[config.mk]
export PLATFORM = sky130hd
export DESIGN_NAME = usb_port_router
export DESIGN_NICKNAME = d
export VERILOG_FILES = /design/src/usb_port_router.v
export VERILOG_INCLUDE_DIRS = /design/src /design/src/src
export SDC_FILE = /design/constraint.sdc
export NUM_CORES = 1
export LEC_CHECK = 0
export ABC_AREA = 1
export ABC_CLOCK_PERIOD_IN_PS = 6800
export BUFFER_PORTS_ARGS = -buffer_cell sky130_fd_sc_hd__buf_2
export CORE_ASPECT_RATIO = 1.1
export CORE_MARGIN = 8
export CORE_UTILIZATION = 55
export DETAILED_ROUTE_END_ITERATION = 6
export HOLD_SLACK_MARGIN = 0.08
export PLACE_DENSITY = 0.78
export SYNTH_ARGS = -nofsm -noshare
export SYNTH_HDL_FRONTEND = slang
export SYNTH_SLANG_ARGS = --single-unit
[constraint.sdc]
create_clock -name clk -period 6.8 [get_ports clk]
set_input_delay 0.34 -clock clk [delete_from_list [all_inputs] [get_ports clk]]
set_output_delay 0.34 -clock clk [all_outputs]
set_load 0.005 [all_outputs]
[src/port_router_defines.vh]
`ifndef PORT_ROUTER_DEFINES_VH
`define PORT_ROUTER_DEFINES_VH

// ----------------------------------------
// clock and led timing
// ----------------------------------------
`define CLK_KHZ          25000
`define LED_PULSE_MS     50
`define BLINK_HALF_MS    500

// ----------------------------------------
// widths and codes
// ----------------------------------------
`define NPORT            4
`define DATA_W           8
`define CNT_W            24
`define SPEED_LS         2'h0
`define SPEED_FS         2'h1
`define SPEED_HS         2'h2
`define SRC_EHCI         2'h0
`define SRC_OHCI1        2'h1
`define SRC_OHCI2        2'h2
`define FUNC_OHCI1       3'h0
`define FUNC_OHCI2       3'h1
`define FUNC_EHCI        3'h2
// port status bits only the high-speed core uses, hidden from the others
`define EHCI_ONLY_MASK   8'hE0
`define BASE_W           20

`endif

[src/usb_port_router.v]
// How it works
// - full/low-speed cores send words tagged only with 12 or 1.5 Mbit/s speed
// - high-speed core sends words tagged with the 480 Mbit/s speed
// - port control writes from full/low-speed cores blocked while high-speed owns port
// - high-speed-only status bits read as zero in full/low-speed views
// - ports one and three pair with core one, two and four with core two
// - four ports, each shared between high-speed core and its paired core
// - ownership follows the high-speed core's two control bits
// - after reset every port belongs to the full/low-speed cores
// - activity led pulses on enumeration traffic of its port
// - activity led pulses whenever a word for its port is passed to the transceiver while the port is not suspended
// - activity led stays off while its port is suspended
// - green and amber indicators follow software request, steady or blinking
// - every led is open drain: pulled low to light, released otherwise
// - functions 0 and 1 are the full/low-speed cores, function 2 high-speed
// - all functions master and target; interrupts merge onto one shared line
// - only function 0 gets legacy keyboard and mouse support
// - each function has own configuration select and own memory range
// - each function powers down on its own; powered-off function stays silent but still gets its configuration select
// - each core answers as target for accesses within its own range
// - each core may become bus master to reach system memory buffers
// - activity leds start off after reset
`timescale 1ns/100ps
`include "port_router_defines.vh"

module usb_port_router #(
  parameter LED_PULSE_CYC  = `LED_PULSE_MS * `CLK_KHZ,
  parameter BLINK_HALF_CYC = `BLINK_HALF_MS * `CLK_KHZ
) (
  input  wire        clk,
  input  wire        sys_rst,
  // ownership control from the high-speed core
  input  wire        ehciConfigFlag,
  input  wire [3:0]  ehciPortOwner,
  // traffic from the three cores
  input  wire        ehciTxValid,
  input  wire [7:0]  ehciTxData,
  input  wire [1:0]  ehciTxPort,
  output wire        ehciTxReady,
  input  wire        ohci1TxValid,
  input  wire [7:0]  ohci1TxData,
  input  wire        ohci1TxPort,
  input  wire        ohci1LowSpeed,
  output wire        ohci1TxReady,
  input  wire        ohci2TxValid,
  input  wire [7:0]  ohci2TxData,
  input  wire        ohci2TxPort,
  input  wire        ohci2LowSpeed,
  output wire        ohci2TxReady,
  // port control writes and status views
  input  wire        ohci1CtlWr,
  input  wire        ohci2CtlWr,
  input  wire [31:0] portStatus,
  output reg  [3:0]  portCtlWe,
  output reg  [3:0]  portOwnedByEhci,
  output reg  [7:0]  ohci1StatusView,
  output reg  [7:0]  ohci2StatusView,
  // transceiver side, paced by the link clock
  input  wire        usbClk,
  input  wire        phyReady,
  output reg         phyStrobe,
  output reg  [7:0]  phyData,
  output reg  [1:0]  phyPort,
  output reg  [1:0]  phySpeed,
  // leds
  input  wire [3:0]  portSuspend,
  input  wire [3:0]  greenReq,
  input  wire [3:0]  amberReq,
  input  wire [3:0]  blinkReq,
  output reg  [3:0]  linkLedOe,
  output wire [3:0]  linkLedOut,
  output reg  [3:0]  greenLedOe,
  output wire [3:0]  greenLedOut,
  output reg  [3:0]  amberLedOe,
  output wire [3:0]  amberLedOut,
  // bus function map
  input  wire [2:0]  funcIrq,
  input  wire [2:0]  funcPowerOff,
  output reg         intaOe,
  output wire        intaOut,
  input  wire        cfgValid,
  input  wire [2:0]  cfgFunc,
  output reg  [2:0]  cfgSelect,
  input  wire        legacyReq,
  output reg         legacyEnable,
  input  wire        tgtValid,
  input  wire [31:0] tgtAddr,
  input  wire [59:0] funcBase,
  output reg  [2:0]  tgtHit,
  input  wire [2:0]  masterReq,
  output reg  [2:0]  masterGnt
);

  // ----------------------------------------
  // open-drain pins: level is always low, enable lights the led or asserts the interrupt
  // ----------------------------------------
  assign linkLedOut  = 4'h0;
  assign greenLedOut = 4'h0;
  assign amberLedOut = 4'h0;
  assign intaOut     = 1'b0;

  // ----------------------------------------
  // pin synchronisers
  // ----------------------------------------
  reg [2:0] usbClkSync_reg;
  reg [1:0] phyReadySync_reg;
  reg [3:0] suspMeta_reg;
  reg [3:0] suspSync_reg;

  // two flops before use; third stage of usbClk only feeds the edge finder
  always @(posedge clk or posedge sys_rst) begin
    if (sys_rst) begin
      usbClkSync_reg   <= 3'h0;
      phyReadySync_reg <= 2'h0;
      suspMeta_reg     <= 4'h0;
      suspSync_reg     <= 4'h0;
    end else begin
      usbClkSync_reg   <= {usbClkSync_reg[1:0], usbClk};
      phyReadySync_reg <= {phyReadySync_reg[0], phyReady};
      suspMeta_reg     <= portSuspend;
      suspSync_reg     <= suspMeta_reg;
    end
  end

  wire linkRise = usbClkSync_reg[1] & ~usbClkSync_reg[2];

  // ----------------------------------------
  // port ownership
  // ----------------------------------------
  reg  [3:0] ownEhci_reg;
  wire [3:0] ownEhci_next = ehciConfigFlag ? ~ehciPortOwner : 4'h0;

  // reset hands every port to the full/low-speed cores
  always @(posedge clk or posedge sys_rst) begin
    if (sys_rst)
      ownEhci_reg <= 4'h0;
    else
      ownEhci_reg <= ownEhci_next;
  end

  // ----------------------------------------
  // source arbitration into the buffer
  // ----------------------------------------
  // core one owns ports 0 and 2, core two owns ports 1 and 3
  wire [1:0] ohci1Port = {ohci1TxPort, 1'b0};
  wire [1:0] ohci2Port = {ohci2TxPort, 1'b1};
  wire ehciOk  = ownEhci_reg[ehciTxPort];
  wire ohci1Ok = ~ownEhci_reg[ohci1Port];
  wire ohci2Ok = ~ownEhci_reg[ohci2Port];

  reg  [1:0] fifoCnt_reg;
  reg  [1:0] fifoCnt_next;
  wire       fifoFull  = (fifoCnt_reg == 2'h2);
  wire       fifoEmpty = (fifoCnt_reg == 2'h0);

  // priority high-speed, then core one, then core two
  wire pickEhci  = ehciTxValid & ehciOk;
  wire pickOhci1 = ~pickEhci & ohci1TxValid & ohci1Ok;
  wire pickOhci2 = ~pickEhci & ~pickOhci1 & ohci2TxValid & ohci2Ok;
  wire push      = (pickEhci | pickOhci1 | pickOhci2) & ~fifoFull;

  // a word for a port the core does not own is swallowed, never stalls it
  assign ehciTxReady  = ~ehciOk | (pickEhci & ~fifoFull);
  assign ohci1TxReady = ~ohci1Ok | (pickOhci1 & ~fifoFull);
  assign ohci2TxReady = ~ohci2Ok | (pickOhci2 & ~fifoFull);

  reg [11:0] pushWord;
  always @* begin
    if (pickEhci)
      pushWord = {`SPEED_HS, ehciTxPort, ehciTxData};
    else if (pickOhci1)
      pushWord = {(ohci1LowSpeed ? `SPEED_LS : `SPEED_FS), ohci1Port, ohci1TxData};
    else
      pushWord = {(ohci2LowSpeed ? `SPEED_LS : `SPEED_FS), ohci2Port, ohci2TxData};
  end

  // ----------------------------------------
  // two-entry buffer, drained at most once per rising link clock edge
  // ----------------------------------------
  reg [11:0] fifoMem [0:1];
  reg        wrPtr_reg;
  reg        rdPtr_reg;
  wire       pop = linkRise & phyReadySync_reg[1] & ~fifoEmpty;

  always @* begin
    fifoCnt_next = fifoCnt_reg;
    if (push & ~pop)
      fifoCnt_next = fifoCnt_reg + 2'h1;
    else if (pop & ~push)
      fifoCnt_next = fifoCnt_reg - 2'h1;
  end

  // storage holds no reset, pointers and count do
  always @(posedge clk) begin
    if (push)
      fifoMem[wrPtr_reg] <= pushWord;
  end

  always @(posedge clk or posedge sys_rst) begin
    if (sys_rst) begin
      fifoCnt_reg <= 2'h0;
      wrPtr_reg   <= 1'b0;
      rdPtr_reg   <= 1'b0;
      phyStrobe   <= 1'b0;
      phyData     <= 8'h00;
      phyPort     <= 2'h0;
      phySpeed    <= `SPEED_FS;
    end else begin
      fifoCnt_reg <= fifoCnt_next;
      if (push)
        wrPtr_reg <= ~wrPtr_reg;
      if (pop)
        rdPtr_reg <= ~rdPtr_reg;
      phyStrobe <= pop;
      if (pop) begin
        {phySpeed, phyPort, phyData} <= fifoMem[rdPtr_reg];
      end
    end
  end

  // ----------------------------------------
  // port control gating and status views
  // ----------------------------------------
  // write strobe aims at the port the core currently addresses with its tx port
  always @(posedge clk or posedge sys_rst) begin
    if (sys_rst) begin
      portCtlWe       <= 4'h0;
      portOwnedByEhci <= 4'h0;
      ohci1StatusView <= 8'h00;
      ohci2StatusView <= 8'h00;
    end else begin
      portCtlWe <= (ohci1CtlWr & ohci1Ok ? (4'h1 << ohci1Port) : 4'h0)
                 | (ohci2CtlWr & ohci2Ok ? (4'h1 << ohci2Port) : 4'h0);
      portOwnedByEhci <= ownEhci_reg;
      ohci1StatusView <= portStatus[ohci1Port*8 +: 8] & ~`EHCI_ONLY_MASK;
      ohci2StatusView <= portStatus[ohci2Port*8 +: 8] & ~`EHCI_ONLY_MASK;
    end
  end

  // ----------------------------------------
  // activity leds
  // ----------------------------------------
  reg [`CNT_W-1:0] ledCnt_reg [0:3];
  reg [`CNT_W-1:0] blinkCnt_reg;
  reg              blinkPhase_reg;
  genvar p;

  // counter is long on purpose so a single short packet is still visible
  generate
    for (p = 0; p < `NPORT; p = p + 1) begin : g_led
      always @(posedge clk or posedge sys_rst) begin
        if (sys_rst) begin
          ledCnt_reg[p] <= {`CNT_W{1'b0}};
          linkLedOe[p]  <= 1'b0;
          greenLedOe[p] <= 1'b0;
          amberLedOe[p] <= 1'b0;
        end else begin
          if (suspSync_reg[p])
            ledCnt_reg[p] <= {`CNT_W{1'b0}};
          else if (pop & (fifoMem[rdPtr_reg][9:8] == p))
            ledCnt_reg[p] <= LED_PULSE_CYC[`CNT_W-1:0];
          else if (ledCnt_reg[p] != {`CNT_W{1'b0}})
            ledCnt_reg[p] <= ledCnt_reg[p] - 1'b1;
          linkLedOe[p]  <= ~suspSync_reg[p] & (ledCnt_reg[p] != {`CNT_W{1'b0}});
          greenLedOe[p] <= greenReq[p] & (~blinkReq[p] | blinkPhase_reg);
          amberLedOe[p] <= amberReq[p] & (~blinkReq[p] | blinkPhase_reg);
        end
      end
    end
  endgenerate

  // shared blink timebase keeps all blinking indicators in step
  always @(posedge clk or posedge sys_rst) begin
    if (sys_rst) begin
      blinkCnt_reg   <= {`CNT_W{1'b0}};
      blinkPhase_reg <= 1'b0;
    end else if (blinkCnt_reg == BLINK_HALF_CYC[`CNT_W-1:0] - 1'b1) begin
      blinkCnt_reg   <= {`CNT_W{1'b0}};
      blinkPhase_reg <= ~blinkPhase_reg;
    end else begin
      blinkCnt_reg <= blinkCnt_reg + 1'b1;
    end
  end

  // ----------------------------------------
  // bus function map
  // ----------------------------------------
  wire [2:0] funcOn = ~funcPowerOff;
  reg  [2:0] hit;
  integer f;

  // compare upper address bits against each function's own range
  always @* begin
    hit = 3'h0;
    for (f = 0; f < 3; f = f + 1)
      hit[f] = tgtValid & funcOn[f] & (tgtAddr[31:12] == funcBase[f*`BASE_W +: `BASE_W]);
  end

  always @(posedge clk or posedge sys_rst) begin
    if (sys_rst) begin
      intaOe       <= 1'b0;
      cfgSelect    <= 3'h0;
      legacyEnable <= 1'b0;
      tgtHit       <= 3'h0;
      masterGnt    <= 3'h0;
    end else begin
      intaOe <= |(funcIrq & funcOn);
      cfgSelect[0] <= cfgValid & (cfgFunc == `FUNC_OHCI1);
      cfgSelect[1] <= cfgValid & (cfgFunc == `FUNC_OHCI2);
      cfgSelect[2] <= cfgValid & (cfgFunc == `FUNC_EHCI);
      legacyEnable <= legacyReq & funcOn[0];
      tgtHit <= hit;
      // grant held while requested, otherwise fixed priority, high-speed first
      if (|(masterGnt & masterReq & funcOn))
        masterGnt <= masterGnt;
      else if (masterReq[2] & funcOn[2])
        masterGnt <= 3'h4;
      else if (masterReq[0] & funcOn[0])
        masterGnt <= 3'h1;
      else if (masterReq[1] & funcOn[1])
        masterGnt <= 3'h2;
      else
        masterGnt <= 3'h0;
    end
  end

endmodule

==> results.json, run 1 <==
{
  "status": "finished clean",
  "finalSetupViolCount": 0,
  "grt.busiest_layer": "met2",
  "grt_max_degree": 131,
  "seq_area_frac_synth": 0.4646,
  "routed_wl_um": 32160,
  "worst_hold_path_type": "in2reg",
  "grtUsageMet3": 0.03870,
  "chipHeight_um": 171.6,
  "ir_drop_mv": 0.2501,
  "postCtsSetupBuffers": 0,
  "start_util": 0.5550,
  "grt.total_usage": 0.2364,
  "final_util": 0.6850,
  "synthTopCellsByArea": "dfrtp_1, nand2_1, nor2_1",
  "cts_tree": "done",
  "drv_cap": 0,
  "critPathMostFrequentCell": "inv_1",
  "largest_reg_flops": 96,
  "vias_per_cell": 5.195,
  "worstSetupStartpointType": "input pin",
  "dieArea_sq_mm": 0.02703,
  "nFillCells": 1852,
  "r2r-end": "ledCnt_reg[10]",
  "drt_iter0_drc": 782,
  "worst-r2r-setup-slack_ns": 4.27,
  "synth-edff-count": 24,
  "fin_nets": 2135,
  "yosysMostFrequentCell": "nand2_1",
  "cp_max_fo": 12,
  "crit_buf_inv": 4,
  "grt_pass1_vias": 11691,
  "synth_cell_type_count": 46,
  "synthTopCellsByCount": "nand2_1, nor2_1, dfrtp_1, inv_1, nand3_1",
  "numCtsBuffers": 24,
  "drv_slew": 0,
  "worstHoldPathCells": 2,
  "skew_ns": 0.02795,
  "gp_congestion": 0.9434,
  "vias": 11636,
  "clk-insertion-delay-late_ns": 0.53,
  "r2r_cells": 7,
  "relSlewSlack": 0.3209,
  "syn_area_per_cell_sq_um": 7.444,
  "max_freq_mhz": 381.1,
  "crit_type": "in2reg",
  "dp_hpwl_um": 23510,
  "setup_ws_ns": 4.176,
  "path_clk_slew_ns": 0.06,
  "die_w_um": 157.5,
  "setup_tns_ns": 0,
  "r2r_start": "usbClkSync_reg[2]",
  "post-route-drc-count": 0,
  "drive_above_1_share": 0.1564,
  "wire_per_inst_um": 14.36,
  "dp.cells": 2138,
  "slowest_delay_ns": 0.76,
  "overflow": 0,
  "rsz0062_at_grt": "no",
  "crit_chain": "dlygate4sd3_1, buf_2, inv_1, or2_2, o21ai_0, nand3_1, nand2_1, inv_1, nor2_1",
  "fin_crit_sh": 0.3859,
  "ys.flop_type": "dfrtp_1",
  "syn_area_sq_mm": 0.01211,
  "port_buffers": 231,
  "area.growth.synth_to_final_pct": 23.42,
  "cp-end-kind": "flip-flop",
  "yosysWarnings": 0,
  "async_reset_ff_frac": 0.8909,
  "critPathSlowestCell": "nor2_1",
  "p_leak_nw": 7.863,
  "worst_pin_slew_ns": 1.015,
  "multi_input_area_sq_mm": 0.005579,
  "cts_root_buf": "clkbuf_16",
  "rows": 57,
  "detail-route-antenna-nets": 0,
  "required_ns": 6.95,
  "powerDensity_mw_per_mm2": 408.0,
  "use_met1": 0.2746,
  "cts-hold-fix-buffers": 57,
  "cts_buffer_depth": 3,
  "netlist_instances": 1627,
  "ioPinCount": 275,
  "pre_cts_slack_ns": 4.206,
  "cts-htree-levels": 1,
  "cts_sinks": 220,
  "seqCellArea_sq_mm": 0.005627,
  "grt_antenna_before_repair": 1,
  "synth.largest_area_cell": "dfrtp_1",
  "grt_pass1_wl_um": 53140,
  "first_pass_iters": 5,
  "finalCriticalPeriod_ns": 2.624,
  "finalHoldViolCount": 0,
  "stdcell_count": 2240,
  "p_total_mw": 6.098,
  "whs_endpoint": "greenLedOe[2]",
  "core_area_sq_mm": 0.02182,
  "post_cts_resized": 0,
  "grtUsageMet2": 0.4406,
  "worstHoldStart": "greenReq[2]",
  "synth_seq_cells": 220,
  "path_delay_family": "simple AND/OR/NAND/NOR gates",
  "synth_top_area_share": 0.4029,
  "cp_data_arrival_time_ns": 2.77
}
worst max-delay path by stage:
stage          cells past startpoint  slack [ns]            end        start
2_1_floorplan                      1        1.12  amberLedOe[0]      sys_rst
3_3_place_gp                       8        4.20  fifoMem[1][4]  ohci2TxPort
3_5_place_dp                       8        4.21  fifoMem[1][2]  ohci2TxPort
4_1_cts                            9        4.22  fifoMem[1][1]  ohci2TxPort
5_1_grt                            9        3.89  fifoMem[1][1]  ohci2TxPort
6_report                           9        4.18  fifoMem[1][1]  ohci2TxPort
report_power, final:
| part | internal [mW] | switching, mW |
|---|---|---|
| clock network | 0.900 | 0.535 |
| registers | 1.68 | 0.286 |
| logic | 0.927 | 1.77 |
| total | 3.51 | 2.59 |
cells in the final DEF, fill, tap and decap left out, types with 25 or more instances in the layout:
cell           count
xor2_1            26
nand2_1          397
inv_1            194
nor2_1           339
nand4_1           45
dlygate4sd3_1     57
nand3_1          119
o21ai_0           40
nor3_1            47
xnor2_1           25
buf_2            231
dfrtp_1          195
a21oi_1           32
metal layers:
layer	routed length [um]	part of all wire	up-vias
met1	12750	0.40	5458
li1	-	-	5762
met4	728	0.023	0
met2	17020	0.53	350
met3	1662	0.052	66
met5	0	0	-
through the flow:
step	hold slack (ns)	instance area (sq um)
global route	0.1145	14950
CTS	0.08257	14950
finish	0.1060	14950
global placement	0.3346	13500
floorplan	0.3312	12180
detailed placement	0.3370	13500
final cells by class:
class,instances,area share
clock buffer,29,0.04277
inverter,200,0.05072
antenna,1,0.0001674
sequential,220,0.3764
tap,295,0.02469
multi-input combinational,1191,0.3732
timing repair buffer,289,0.1160
clock inverter,15,0.01599
logic make-up after synthesis:
kind of cell,share of synthesized area
XOR/XNOR,0.03688
other,0.0003096
AND/OR/NAND/NOR,0.3444
adder cells (fa/ha/maj),0.01033
flip-flops,0.4646
AO/OA/AOI/OAI,0.06312
buffers and inverters,0.08037
Power figures use the tool's default switching activity.
==> run 2: changes to the inputs <==
- ABC_CLOCK_PERIOD_IN_PS: 6800 -> 2400
- CORE_UTILIZATION: 55 -> 50
- PLACE_DENSITY: 0.78 -> 0.75
- clock period: 6.8 -> 2.4 ns (I/O delays scaled with it)
==> results.json, run 2 (synthesized netlist as in run 1, its figures left out) <==
{
  "vias": 12053,
  "cp_data_arrival_time_ns": 2.56,
  "path_clk_slew_ns": 0.06,
  "overflow": 0,
  "drt_iter0_drc": 778,
  "mostFrequentLayoutCell": "nand2_1",
  "hold_slack_ns": 0.1137,
  "worst_pin_slew_ns": 0.6655,
  "worst_hold_path_type": "in2reg",
  "skew_ns": 0.02184,
  "wire_per_inst_um": 15.44,
  "cp_max_fo": 11,
  "start_util": 0.5111,
  "placed_cell_area_sq_mm": 0.01363,
  "grt_max_degree": 42,
  "max_freq_mhz": 433.9,
  "fin_crit_sh": 0.9602,
  "area.growth.synth_to_final_pct": 29.32,
  "dp.cells": 2160,
  "cts_buffer_depth": 3,
  "relSlewSlack": 0.5554,
  "seqCellArea_sq_mm": 0.005627,
  "finalHoldViolCount": 0,
  "crit_chain": "nand2_1, nand3_1, nand3_1, clkinvlp_4, nand2_1, nand3_1, dlygate4sd3_1",
  "dp_hpwl_um": 25550,
  "nFillCells": 1942,
  "combPwrFrac": 0.455,
  "slowest_delay_ns": 0.60,
  "numCtsBuffers": 25,
  "core_area_sq_mm": 0.02370,
  "cts_sinks": 220,
  "rsz0062_at_grt": "no",
  "p_leak_nw": 8.135,
  "routed_wl_um": 35900,
  "drv_cap": 0,
  "critPathSlowestCell": "dlygate4sd3_1",
  "cts_root_buf": "clkbuf_16",
  "largest_reg_flops": 96,
  "first_pass_iters": 6,
  "worstHoldPathCells": 6,
  "ir_drop_mv": 0.5082,
  "grt_antenna_before_repair": 0,
  "required_ns": 2.66,
  "post-route-drc-count": 0,
  "crit_type": "reg2reg",
  "r2r_cells": 7,
  "intPower_mw": 9.822,
  "worst-path-stages": 7,
  "fin_nets": 2209,
  "detail-route-antenna-nets": 0,
  "grt.total_usage": 0.2438,
  "gp_congestion": 0.9437,
  "drive_above_1_share": 0.1576,
  "sw_frac_of_total": 0.4303,
  "worstSetupStartpointType": "flip-flop",
  "final_cell_mix": "nand2_1, nor2_1, buf_2",
  "ioPinCount": 275,
  "finalSetupViolCount": 0,
  "multi_input_area_sq_mm": 0.005583,
  "dieArea_sq_mm": 0.02947,
  "vias_per_cell": 5.184,
  "die_w_um": 164.4,
  "chipHeight_um": 179.2,
  "grt_pass1_vias": 12270,
  "p_seq_frac": 0.322,
  "cts-htree-levels": 1,
  "fin_area_sq_mm": 0.01566,
  "stdcell_count": 2325,
  "final_util": 0.6610,
  "finalCriticalPeriod_ns": 2.305,
  "status": "finished clean",
  "clk-insertion-delay-late_ns": 0.52,
  "crit_buf_inv": 2,
  "cp-end-kind": "flip-flop",
  "drv_slew": 0,
  "cts_tree": "done",
  "powerDensity_mw_per_mm2": 1101,
  "clockPowerShare": 0.222,
  "grt_pass1_wl_um": 58610,
  "path_delay_family": "buffers and inverters",
  "port_buffers": 231,
  "p_sw_mw": 7.420,
  "rows": 59,
  "critPathMostFrequentCell": "nand3_1",
  "postCtsSetupBuffers": 0
}
==> run 2: cell count changes in the layout (fill, tap and decap cells not counted), sizes merged <==
cell         previous run  this run
buf                   232       244
bufinv                  6         3
clkbuf                 29        30
clkinv                 11        10
clkinvlp                1         4
diode                   1         2
dlygate4sd3            57       118
inv                   197       198
==> run 2: path summary, 6_finish.rpt <==
path | start | to | slack, ns
min | ohci1TxValid | wrPtr_reg | 0.11
min in group asynchronous | sys_rst | phySpeed[1] | 0.25
max in group asynchronous | sys_rst | phySpeed[0] | 1.38
max reg2reg | ownEhci_reg[2] | fifoMem[0][3] | 0.1
max | ownEhci_reg[2] | fifoMem[0][3] | 0.1
min reg2reg | suspMeta_reg[2] | suspSync_reg[2] | 0.34
==> run 2: area by class of cell <==
cell class              instances  area share
well taps                     305     0.02436
repair buffers                362      0.1579
clock buffers                  30     0.04242
flip-flops and latches        220      0.3592
clock inverters                15     0.01094
inverters                     200     0.04841
multi-input cells            1191      0.3564
diodes                          2   0.0003195
==> run 2: per-stage QoR <==
stage               TNS (ns)  total power [mW]  setup slack [ns]
finish                     0             17.24           0.09541
global route               0             18.71          0.001492
CTS                        0             17.22            0.1572
detailed placement         0             13.13            0.3771
global placement           0             12.95            0.4215
floorplan             -49.06             11.22           -0.2516
==> run 2: layer usage <==
metal | vias to the layer above | wire, um | global-route usage
li1 | 5912 | - | -
met1 | 5582 | 14240 | 0.2821
met2 | 470 | 17800 | 0.4310
met3 | 89 | 2598 | 0.05260
met4 | 0 | 1260 | 0.09992
met5 | - | 0 | 0
==> run 2: power groups by stage <==
stage | Combinational (mW) | Sequential [mW] | Clock (mW)
after global placement | 7.38 | 5.57 | 0
after global routing | 8.96 | 5.68 | 4.08
final | 7.85 | 5.56 | 3.83
after floorplan | 5.83 | 5.39 | 0
after CTS | 7.76 | 5.54 | 3.92
after detailed placement | 7.54 | 5.59 | 0
==> run 2: worst reg2reg max path: stages (launching register included) <==
cell           delay (ns)
dfrtp_1              0.41
nand2_1              0.08
nand3_1              0.10
nand3_1              0.28
clkinvlp_4           0.33
nand2_1              0.15
nand3_1              0.10
dlygate4sd3_1        0.60
==> run 2: repair_timing <==
item	4_1_cts	5_1_grt
setup endpoints to repair	0	3
resized for setup	0	3
hold buffers	119	0
endpoints found under the hold margin	83	0
